[src/shared/hb_pkg.sv]
// constants of the half-bridge control and protection block
package hb_pkg;
  // system clock rate
  localparam int CLK_MHZ = 50;
  // control word layout
  localparam int WORD_W = 16;
  localparam int BIT_CLEAR = 0;
  localparam int BIT_OL_N = 13;
  localparam int BIT_DELAY_SEL = 14;
  localparam int BIT_SOFT_EN = 15;
  // switch positions in both words, index order: low a, high a, low b, high b, low c, high c
  localparam int NSW = 6;
  localparam int SW_POS [NSW] = '{3, 4, 7, 8, 11, 12};
  // status word layout
  localparam int BIT_PREWARN = 0;
  localparam int BIT_SHORT = 13;
  localparam int BIT_ENABLE = 14;
  localparam int BIT_SUPPLY = 15;
  // control word after reset: soft enable, long delay, open-load detection off
  localparam logic [WORD_W-1:0] CTRL_RESET = 16'hE000;
  // status word during thermal shutdown
  localparam logic [WORD_W-1:0] STATUS_SHUTDOWN = 16'hFFFF;
  // serial frame length
  localparam logic [4:0] FRAME_BITS = 5'h10;
  localparam logic [4:0] CNT_SAT = 5'h1F;
  // protection delays in microseconds
  localparam int SC_LONG_US = 12000;
  localparam int SC_SHORT_US = 1500;
  localparam int UV_DELAY_US = 20;
  // derived cycle counts
  localparam int SC_LONG_CYC = SC_LONG_US * CLK_MHZ;
  localparam int SC_SHORT_CYC = SC_SHORT_US * CLK_MHZ;
  localparam int UV_DELAY_CYC = UV_DELAY_US * CLK_MHZ;
  localparam int TMR_W = 20;
  // input synchroniser width and bit positions
  localparam int PIN_W = 19;
  localparam int PIN_CS_N = 0;
  localparam int PIN_SCLK = 1;
  localparam int PIN_DI = 2;
  localparam int PIN_EN = 3;
  localparam int PIN_TWARN = 4;
  localparam int PIN_TSHUT = 5;
  localparam int PIN_UV = 6;
  localparam int PIN_OC = 7;
  localparam int PIN_OL = 13;
endpackage

[src/design/hb_serial.sv]
// serial shifter: 16-bit frame in, status word out, abort on short frame
module hb_serial (
  input wire logic clk,
  input wire logic rst_n,
  input wire logic cs_n,
  input wire logic sclk,
  input wire logic di,
  input wire logic [15:0] status,
  output logic do_r,
  output logic [15:0] word_r,
  output logic word_stb_r
);
  logic cs_n_d_r;
  logic sclk_d_r;
  logic [4:0] cnt_r;
  logic [15:0] in_sh_r;
  logic [15:0] out_sh_r;
  wire cs_fall = cs_n_d_r & ~cs_n;
  wire cs_rise = ~cs_n_d_r & cs_n;
  wire sclk_rise = ~sclk_d_r & sclk & ~cs_n;
  wire frame_ok = (cnt_r == hb_pkg::FRAME_BITS);
  wire [4:0] cnt_nxt = (cnt_r == hb_pkg::CNT_SAT) ? cnt_r : cnt_r + 5'h01;

  // edge history of the filtered pins
  always_ff @(posedge clk or negedge rst_n) begin
    if (!rst_n) begin
      cs_n_d_r <= 1'b1;
      sclk_d_r <= 1'b0;
    end else begin
      cs_n_d_r <= cs_n;
      sclk_d_r <= sclk;
    end
  end

  // shift lsb first; bit 0 of the status word appears at chip-select fall
  always_ff @(posedge clk or negedge rst_n) begin
    if (!rst_n) begin
      cnt_r <= 5'h00;
      in_sh_r <= 16'h0000;
      out_sh_r <= 16'h0000;
      do_r <= 1'b0;
    end else if (cs_fall) begin
      cnt_r <= 5'h00;
      out_sh_r <= status;
      do_r <= status[hb_pkg::BIT_PREWARN];
    end else if (sclk_rise) begin
      cnt_r <= cnt_nxt;
      in_sh_r <= {di, in_sh_r[15:1]};
      out_sh_r <= {1'b0, out_sh_r[15:1]};
      do_r <= out_sh_r[1];
    end
  end

  // word taken only on a complete frame; a short frame changes nothing
  always_ff @(posedge clk or negedge rst_n) begin
    if (!rst_n) begin
      word_r <= 16'h0000;
      word_stb_r <= 1'b0;
    end else begin
      word_stb_r <= cs_rise & frame_ok;
      if (cs_rise & frame_ok) begin
        word_r <= in_sh_r;
      end
    end
  end
endmodule

[src/design/hb_protect.sv]
// control and protection logic of a triple half-bridge driver
// Operation
// - reset word: enable, long delay, open-load off
// - run only when soft and hardware enable
// - disabled: outputs off, serial still works
// - outputs return once both enables high
// - open-load bit low enables detection, pulldowns
// - status shows open load while detection active
// - persistent overcurrent sets short flag, disables that switch
// - status clear resets short flag, re-enables
// - prewarning bit follows temperature warning input
// - prewarning bit on data out at select
// - aborted frame leaves both words unchanged
// - thermal shutdown: outputs off, status all ones
// - resume after cool down and status clear
// - persistent undervoltage sets supply fail, disables
// - supply recovery resumes; flag waits for clear
// - fault low on current limit or shutdown
// - fault held until normal operation resumes
// - short delay 12ms high, 1.5ms low
// - switch control bits at documented positions
// - status bits at documented positions
// - status clear wipes supply, short, shutdown
module hb_protect #(
  parameter int SC_LONG_CYC = hb_pkg::SC_LONG_CYC,
  parameter int SC_SHORT_CYC = hb_pkg::SC_SHORT_CYC,
  parameter int UV_DELAY_CYC = hb_pkg::UV_DELAY_CYC
) (
  input wire logic CLK,
  input wire logic RST_B,
  input wire logic CS_N,
  input wire logic SCLK,
  input wire logic DI,
  output logic DO,
  input wire logic HW_ENABLE,
  input wire logic TEMP_WARN,
  input wire logic TEMP_SHUT,
  input wire logic SUPPLY_LOW,
  input wire logic [5:0] OVER_CURRENT,
  input wire logic [5:0] OPEN_LOAD,
  output logic [5:0] SWITCH_ON,
  output logic [2:0] PULLDOWN_ON,
  output logic FAULT_OUT,
  output logic FAULT_OE_N
);
  // cycle counts at register width
  localparam logic [hb_pkg::TMR_W-1:0] SC_LONG_LIM = hb_pkg::TMR_W'(SC_LONG_CYC);
  localparam logic [hb_pkg::TMR_W-1:0] SC_SHORT_LIM = hb_pkg::TMR_W'(SC_SHORT_CYC);
  localparam logic [hb_pkg::TMR_W-1:0] UV_LIM = hb_pkg::TMR_W'(UV_DELAY_CYC);
  localparam logic [hb_pkg::TMR_W-1:0] TMR_ONE = 20'h00001;
  localparam logic [hb_pkg::TMR_W-1:0] TMR_ZERO = 20'h00000;

  // saturating timer step toward a limit
  function automatic logic [hb_pkg::TMR_W-1:0] tmr_step(input logic [hb_pkg::TMR_W-1:0] cnt,
                                                        input logic [hb_pkg::TMR_W-1:0] lim);
    tmr_step = (cnt >= lim) ? cnt : cnt + TMR_ONE;
  endfunction

  logic [hb_pkg::PIN_W-1:0] s1_r;
  logic [hb_pkg::PIN_W-1:0] s2_r;
  logic [hb_pkg::PIN_W-1:0] s3_r;
  logic [hb_pkg::PIN_W-1:0] pin_r;
  logic [hb_pkg::PIN_W-1:0] pin_nxt;
  logic [15:0] ctrl_r;
  logic [15:0] status_r;
  logic [15:0] status_nxt;
  logic [15:0] word;
  logic word_stb;
  logic [5:0] sw_r;
  logic [5:0] sw_nxt;
  logic [5:0] sc_off_r;
  logic [5:0] sc_hit;
  logic [5:0] req;
  logic [5:0] sw_stat;
  logic [hb_pkg::TMR_W-1:0] oc_cnt_r [hb_pkg::NSW];
  logic [hb_pkg::TMR_W-1:0] uv_cnt_r;
  logic shut_r;
  logic supply_fail_r;
  logic fault_oe_n_r;
  logic [2:0] pulldown_r;
  logic fault_out_r;

  // three-stage synchroniser on every pin; a bit changes once stages two and three agree
  // while stages two and three disagree the filtered value holds
  assign pin_nxt = (s2_r & ~(s2_r ^ s3_r)) | (pin_r & (s2_r ^ s3_r));
  always_ff @(posedge CLK or negedge RST_B) begin
    if (!RST_B) begin
      s1_r <= 19'h00001;
      s2_r <= 19'h00001;
      s3_r <= 19'h00001;
      pin_r <= 19'h00001;
    end else begin
      s1_r <= {OPEN_LOAD, OVER_CURRENT, SUPPLY_LOW, TEMP_SHUT, TEMP_WARN, HW_ENABLE, DI, SCLK, CS_N};
      s2_r <= s1_r;
      s3_r <= s2_r;
      pin_r <= pin_nxt;
    end
  end

  // filtered pin names
  wire cs_n_f = pin_r[hb_pkg::PIN_CS_N];
  wire sclk_f = pin_r[hb_pkg::PIN_SCLK];
  wire di_f = pin_r[hb_pkg::PIN_DI];
  wire en_f = pin_r[hb_pkg::PIN_EN];
  wire twarn_f = pin_r[hb_pkg::PIN_TWARN];
  wire tshut_f = pin_r[hb_pkg::PIN_TSHUT];
  wire uv_f = pin_r[hb_pkg::PIN_UV];
  wire [5:0] oc_f = pin_r[hb_pkg::PIN_OC +: hb_pkg::NSW];
  wire [5:0] ol_f = pin_r[hb_pkg::PIN_OL +: hb_pkg::NSW];

  // serial frame engine
  hb_serial u_serial (
    .clk(CLK),
    .rst_n(RST_B),
    .cs_n(cs_n_f),
    .sclk(sclk_f),
    .di(di_f),
    .status(status_r),
    .do_r(DO),
    .word_r(word),
    .word_stb_r(word_stb)
  );

  // control word, loaded only by a complete frame
  always_ff @(posedge CLK or negedge RST_B) begin
    if (!RST_B) begin
      ctrl_r <= hb_pkg::CTRL_RESET;
    end else if (word_stb) begin
      ctrl_r <= word;
    end
  end

  // decoded control
  wire status_clear = word_stb & word[hb_pkg::BIT_CLEAR];
  wire soft_enable = ctrl_r[hb_pkg::BIT_SOFT_EN];
  wire short_delay_select = ctrl_r[hb_pkg::BIT_DELAY_SEL];
  wire openload_detect_n = ctrl_r[hb_pkg::BIT_OL_N];
  wire enable_eff = soft_enable & en_f;
  wire uv_off = uv_f & (uv_cnt_r >= UV_LIM);
  // the live shutdown input cuts the switches without waiting for the latch
  wire run_ok = enable_eff & ~shut_r & ~tshut_f & ~uv_off;
  wire [hb_pkg::TMR_W-1:0] sc_lim = short_delay_select ? SC_LONG_LIM : SC_SHORT_LIM;
  wire short_flag = |sc_off_r;
  wire ol_mode = ~openload_detect_n;

  // per-switch requests, interlocked, gated by enables and protection
  always_comb begin
    req = 6'h00;
    sw_stat = 6'h00;
    sc_hit = 6'h00;
    for (int i = 0; i < hb_pkg::NSW; i++) begin
      req[i] = ctrl_r[hb_pkg::SW_POS[i]];
      sw_stat[i] = (ol_mode & ~sw_r[i]) ? ol_f[i] : sw_r[i];
      sc_hit[i] = oc_f[i] & sw_r[i] & (oc_cnt_r[i] >= sc_lim);
    end
    for (int c = 0; c < 3; c++) begin
      if (req[2*c] & req[2*c+1]) begin
        req[2*c] = 1'b0;
        req[2*c+1] = 1'b0;
      end
    end
  end
  assign sw_nxt = req & ~sc_off_r & ~sc_hit & {6{run_ok}};

  // status word, all ones while thermal shutdown is latched
  always_comb begin
    status_nxt = 16'h0000;
    status_nxt[hb_pkg::BIT_PREWARN] = twarn_f;
    for (int i = 0; i < hb_pkg::NSW; i++) begin
      status_nxt[hb_pkg::SW_POS[i]] = sw_stat[i];
    end
    status_nxt[hb_pkg::BIT_SHORT] = short_flag;
    status_nxt[hb_pkg::BIT_ENABLE] = enable_eff;
    status_nxt[hb_pkg::BIT_SUPPLY] = supply_fail_r;
    if (shut_r) begin
      status_nxt = hb_pkg::STATUS_SHUTDOWN;
    end
  end

  // overcurrent timers, one per switch, counted in system cycles
  always_ff @(posedge CLK or negedge RST_B) begin
    if (!RST_B) begin
      for (int i = 0; i < hb_pkg::NSW; i++) begin
        oc_cnt_r[i] <= TMR_ZERO;
      end
    end else begin
      for (int i = 0; i < hb_pkg::NSW; i++) begin
        oc_cnt_r[i] <= (oc_f[i] & sw_r[i]) ? tmr_step(oc_cnt_r[i], sc_lim) : TMR_ZERO;
      end
    end
  end

  // short latch per switch; a new trip wins over a clear
  always_ff @(posedge CLK or negedge RST_B) begin
    if (!RST_B) begin
      sc_off_r <= 6'h00;
    end else begin
      sc_off_r <= (sc_off_r & ~{6{status_clear}}) | sc_hit;
    end
  end

  // undervoltage timer
  always_ff @(posedge CLK or negedge RST_B) begin
    if (!RST_B) begin
      uv_cnt_r <= TMR_ZERO;
    end else begin
      uv_cnt_r <= uv_f ? tmr_step(uv_cnt_r, UV_LIM) : TMR_ZERO;
    end
  end

  // sticky supply-fail and thermal shutdown flags; set wins over clear
  always_ff @(posedge CLK or negedge RST_B) begin
    if (!RST_B) begin
      supply_fail_r <= 1'b0;
      shut_r <= 1'b0;
    end else begin
      supply_fail_r <= (supply_fail_r & ~status_clear) | uv_off;
      shut_r <= (shut_r & ~status_clear) | tshut_f;
    end
  end

  // registered outputs and status
  always_ff @(posedge CLK or negedge RST_B) begin
    if (!RST_B) begin
      sw_r <= 6'h00;
      status_r <= 16'h0000;
      pulldown_r <= 3'h0;
      fault_oe_n_r <= 1'b1;
      fault_out_r <= 1'b0;
    end else begin
      sw_r <= sw_nxt;
      status_r <= status_nxt;
      pulldown_r <= {3{ol_mode}};
      fault_oe_n_r <= ~((|(oc_f & sw_r)) | short_flag | shut_r | tshut_f);
      fault_out_r <= 1'b0;
    end
  end

  // pin drivers
  assign SWITCH_ON = sw_r;
  assign PULLDOWN_ON = pulldown_r;
  assign FAULT_OUT = fault_out_r;
  assign FAULT_OE_N = fault_oe_n_r;
endmodule

[config.mk]
export PLATFORM = sky130hd
export DESIGN_NAME = hb_protect
export DESIGN_NICKNAME = d
export VERILOG_FILES = /design/src/shared/hb_pkg.sv /design/src/design/hb_serial.sv /design/src/design/hb_protect.sv
export SDC_FILE = /design/constraint.sdc
export NUM_CORES = 1
export LEC_CHECK = 0
export BUFFER_PORTS_ARGS = -buffer_cell sky130_fd_sc_hd__buf_2
export CAP_MARGIN = 30
export CORE_ASPECT_RATIO = 1.25
export CORE_MARGIN = 1
export CORE_UTILIZATION = 40
export CTS_CLUSTER_SIZE = 8
export DETAILED_ROUTE_END_ITERATION = 7
export GPL_TIMING_DRIVEN = 0
export SLEW_MARGIN = 20
export SYNTH_ARGS = -nofsm -noshare
export SYNTH_HDL_FRONTEND = slang
export SYNTH_HIERARCHICAL = 1
export SYNTH_SLANG_ARGS = --single-unit
[constraint.sdc]
create_clock -name CLK -period 2.99 [get_ports CLK]
set_clock_uncertainty 0.15 [all_clocks]
set_input_delay 0 -clock CLK [delete_from_list [all_inputs] [get_ports CLK]]
set_output_delay 0 -clock CLK [all_outputs]
set_load 0.03 [all_outputs]
# == Word level (Yosys, flattened, before mapping) ==
# Index checks and enable logic that the tools add are counted.
# totals
output_inout_bits,12
ram_bits,0
ff_bits,321
latchBits,0
elab_cells,158
in_bits,21
mem_count,0
rom_bits,0
# classes
muxes,32
n_lt_le_gt_ge,7
div,0
n_addsub,8
n_eq_ne,10
reduce_logical,5
n_mul,0
n_shift,0
n_bitwise,69
# ops
op,count
20-bit two-way mux,15
20-bit by 1-bit adder with 20-bit output (second input constant),7
20-bit greater-or-equal comparator,6
16-bit two-way mux,3
19-bit AND,2
1-bit AND,34
6-bit AND,5
20-bit by 10-bit greater-or-equal comparator with 1-bit output (second input constant),1
19-bit inverter,1
19-bit bitwise OR,1
19-bit XOR,1
6-bit inverter,3
1-bit inverter,16
5-bit two-way mux,3
2-bit != test (second input constant),7
6-bit OR reduction,2
5-bit equality test (second input constant),2
1-bit two-way mux,8
2-bit two-way mux,3
6-bit bitwise OR,1
5-bit by 1-bit adder with 5-bit output (second input constant),1
1-bit bitwise OR,5
2-bit AND reduction,2
2-bit by 1-bit != test with 1-bit output (second input constant),1
2-bit nonzero test,1

# == Depth between registers and ports, before layout ==
# logic_depth
word_depth,6
ltp_mapped,10
ltp_nobuf,8

# == Cells and area by module ==
# Netlist, hierarchy kept.
# by_module_without_submodules
module,instances,cells_each,area_each_um2,seq_area_each_um2
hb_protect,1,1119,11862.6,6316.1
hb_serial,1,181,2421.1,1402.6

# == Least setup slack after synthesis ==
# OpenSTA, ideal clock, no wires.
# synth_path
path_kind,flip-flop to flip-flop
startpoint,register ctrl_r[14]
endpoint,register oc_cnt_r[41] (netlist bit)
stages_incl_launch_ff,10
n_path_buf,1
period_less_slack_ns,3.302
t_required_ns,2.708
setup_slack_ns,-0.312
arrival_ns,3.020
setup_ns,0.132
cell_sequence,dfstp_2 > inv_1 > ha_1 > nand2_1 > or4b_2 > a2111oi_4 > clkbuf_1 > nor2_1 > mux2i_1 > nor2_1
# synth_between
elab_chain_len,3
# synth_rtl
item,line_no,rtl
"start, declared",hb_protect.sv:64,logic [15:0] ctrl_r;
"start signal, assigned",hb_protect.sv:127,ctrl_r <= hb_pkg::CTRL_RESET;
"start signal, assigned",hb_protect.sv:129,ctrl_r <= word;
20-bit two-way mux,hb_protect.sv:142,wire [hb_pkg::TMR_W-1:0] sc_lim = short_delay_select ? SC_LONG_LIM : SC_SHORT_LIM;
20-bit greater-or-equal comparator,hb_protect.sv:56,tmr_step = (cnt >= lim) ? cnt : cnt + TMR_ONE;
2-bit != test (no line),-,
"end signal, assigned by index",hb_protect.sv:188,"oc_cnt_r[i] <= (oc_f[i] & sw_r[i]) ? tmr_step(oc_cnt_r[i], sc_lim) : TMR_ZERO;"
"end, declared",hb_protect.sv:75,logic [hb_pkg::TMR_W-1:0] oc_cnt_r [hb_pkg::NSW];
# No other way between the ends.
# A chain may end at the register's enable or synchronous reset.

# == Worst setup path in the final report ==
# layout_path
startpoint,register ctrl_r[14]
endpoint,register oc_cnt_r[32] (netlist bit)
# The elaborated chain is that of the path after synthesis.

==> metrics.cfg <==
[cells_and_area]
seq_area_um2=7570
multi_input_area_um2=6350
nFillCells=3159
layout_commonest_cell=dfrtp_1
drive_above_1_share=0.147
final_util=0.490
fin_cells=1909
fin_area_um2=16900
final_cell_mix=293 x dfrtp_1, 138 x nor2_1, 83 x nand2_1
nNetsFinal=1489
area_growth_pct=20.2
diodes=0

[yosys]
avgSynthCellArea_um2=10.9
synth_area_um2=14100
synthCells=1288
syn_nets=1362
synth_warnings=6

[place]
numPortBuffers=31
dp.cells=1790
place_area_um2=14900
routabilityCongestion=0.802
dp_hpwl_mm=19.3

[worst_setup_path]
critical_path_required_ns=3.30
cp_max_fo=25
slowest_stage=dfstp_4
r2r_cells=8
crit_type=register to register
timing.rr.start=ctrl_r[14]
critical-path-top-delay-family=simple AND/OR/NAND/NOR gates
arrival_ns=3.27
timing.rr.end=oc_cnt_r[32]
critPathLaunchType=register
critPathMaxStageDelay_ns=0.68
crit_path_end_kind=register
crit_cells=8
path_buf_inv=2
worstPathCellList=inv_16 > ha_4 > o21a_1 > a311o_1 > buf_6 > or4_4 > or3_4 > a21oi_2
reg2reg_slack_ns=0.03

[cts]
clock_latency_ns=0.54
htreeDepth=2
cts_made_buffers=43
clk_pin_slew_worst_paths_ns=0.05
cts_tree=built
root_buffer=clkbuf_16
clkSinkCount=302
clockBufferDepth=3

[route]
wl_per_cell_um=15.8
viasPerCell=5.34
dr_total_vias=10200
wl_mm=30.1
wl_met2_mm=15.0
top_layer_used=met4
routedLengthMet1_mm=13.4
drt_first_pass_iters=5
drc=0
drt_iter0_markers=660
met3_length_um=882
postRouteAntennaNets=0

[timing]
final-setup-viol-count=0
slew_viol_final=0
tightest_slew_ns=0.735
fmax_mhz=338
rsz0062_at_grt=yes
finalCriticalPeriod_ns=2.96
fin_crit_sh=0.989
hold_viol_final=0
slew_headroom=0.508
hold_ws_ns=0.194
setup_tns_ns=0

[grt]
grt_pass1_vias=10400
gr-total-overflow=0
grt_max_degree=103
grt_usage=0.174
antenna_found_initial=0
grt_first_pass_wirelength_mm=51.2

[die]
chipHeight_um=212
start_util=0.407
core_um2=34500
die_area_um2=35900
boundaryPins=33
die_w_um=170
rows=76

[hold_path]
holdCritStartpoint=s1_r[9]
whs_endpoint=s2_r[9]
whs_path_depth=0
hold_class=register to register

[power]
p_per_area_nw_per_um2=546
vdd_drop_max_v=0.000329
leakagePower_nw=6.92

[flow_run]
drv_cap=0

[outcome]
status=finished, final reports clean

## report_power, final
| part | total, mW | leakage (nW) | internal, mW | switching (mW) |
|---|---|---|---|---|
| clock | 4.41 | 0.583 | 2.67 | 1.74 |
| sequential | 4.39 | 3.87 | 4.26 | 0.133 |
| combinational | 0.436 | 2.47 | 0.216 | 0.221 |
## through the flow
step	power [mW]	worst slack, ns
after global placement	4.83	-4.00
after CTS	9.37	-0.0382
after detailed placement	4.86	-1.02
after floorplan	4.66	-0.312
after global routing	9.63	-0.0417
final	9.24	0.0339
## how the worst max path moves through the flow
stage	start	to	slack, ns
CTS	ctrl_r[14]	SWITCH_ON[3]	-0.04
floorplan	ctrl_r[14]	oc_cnt_r[41]	-0.31
global placement	RST_B	s1_r[9]	-4.00
finish	ctrl_r[14]	oc_cnt_r[32]	0.03
global route	ctrl_r[14]	oc_cnt_r[11]	-0.04
detailed placement	ctrl_r[14]	SWITCH_ON[3]	-1.02
## worst reg2reg max path: stages, from the launching register on
cell     delay, ns
dfstp_4       0.68
inv_16        0.10
ha_4          0.26
o21a_1        0.11
a311o_1       0.33
buf_6         0.15
or4_4         0.59
or3_4         0.39
a21oi_2       0.13
## routing by layer
layer | vias up | track usage
met5 | - | 0
met4 | 0 | 0.0615
met3 | 56 | 0.0247
met2 | 160 | 0.299
met1 | 5096 | 0.223
li1 | 4889 | -
## layout make-up
class | instances | share of cell area
clock buffers | 68 | 0.0692
flip-flops and latches | 302 | 0.448
well taps | 468 | 0.0346
multi-input cells | 896 | 0.375
plain buffers | 42 | 0.0149
repair buffers | 81 | 0.0431
clock inverters | 3 | 0.00311
inverters | 49 | 0.0118
## sequential cells by signal, indices dropped and copies added (netlist names), 5 cells and up, named ones only
signal	cells
oc_cnt_r	120
s3_r	19
uv_cnt_r	20
sc_off_r	6
s1_r	19
s2_r	19
status_r	11
ctrl_r	9
u_serial/out_sh_r	16
u_serial/in_sh_r	16
u_serial/cnt_r	5
SWITCH_ON	6
u_serial/word_r	10
## repair_timing
action | CTS | global route
resized for setup | 26 | 47
hold endpoints to repair | 131 | 0
gates cloned | 1 | 2
setup buffers | 3 | 2
setup endpoints to repair | 132 | 86
pin swaps | 3 | 8
hold buffers | 41 | 0
Note: power is estimated with default switching activity, not from simulation.
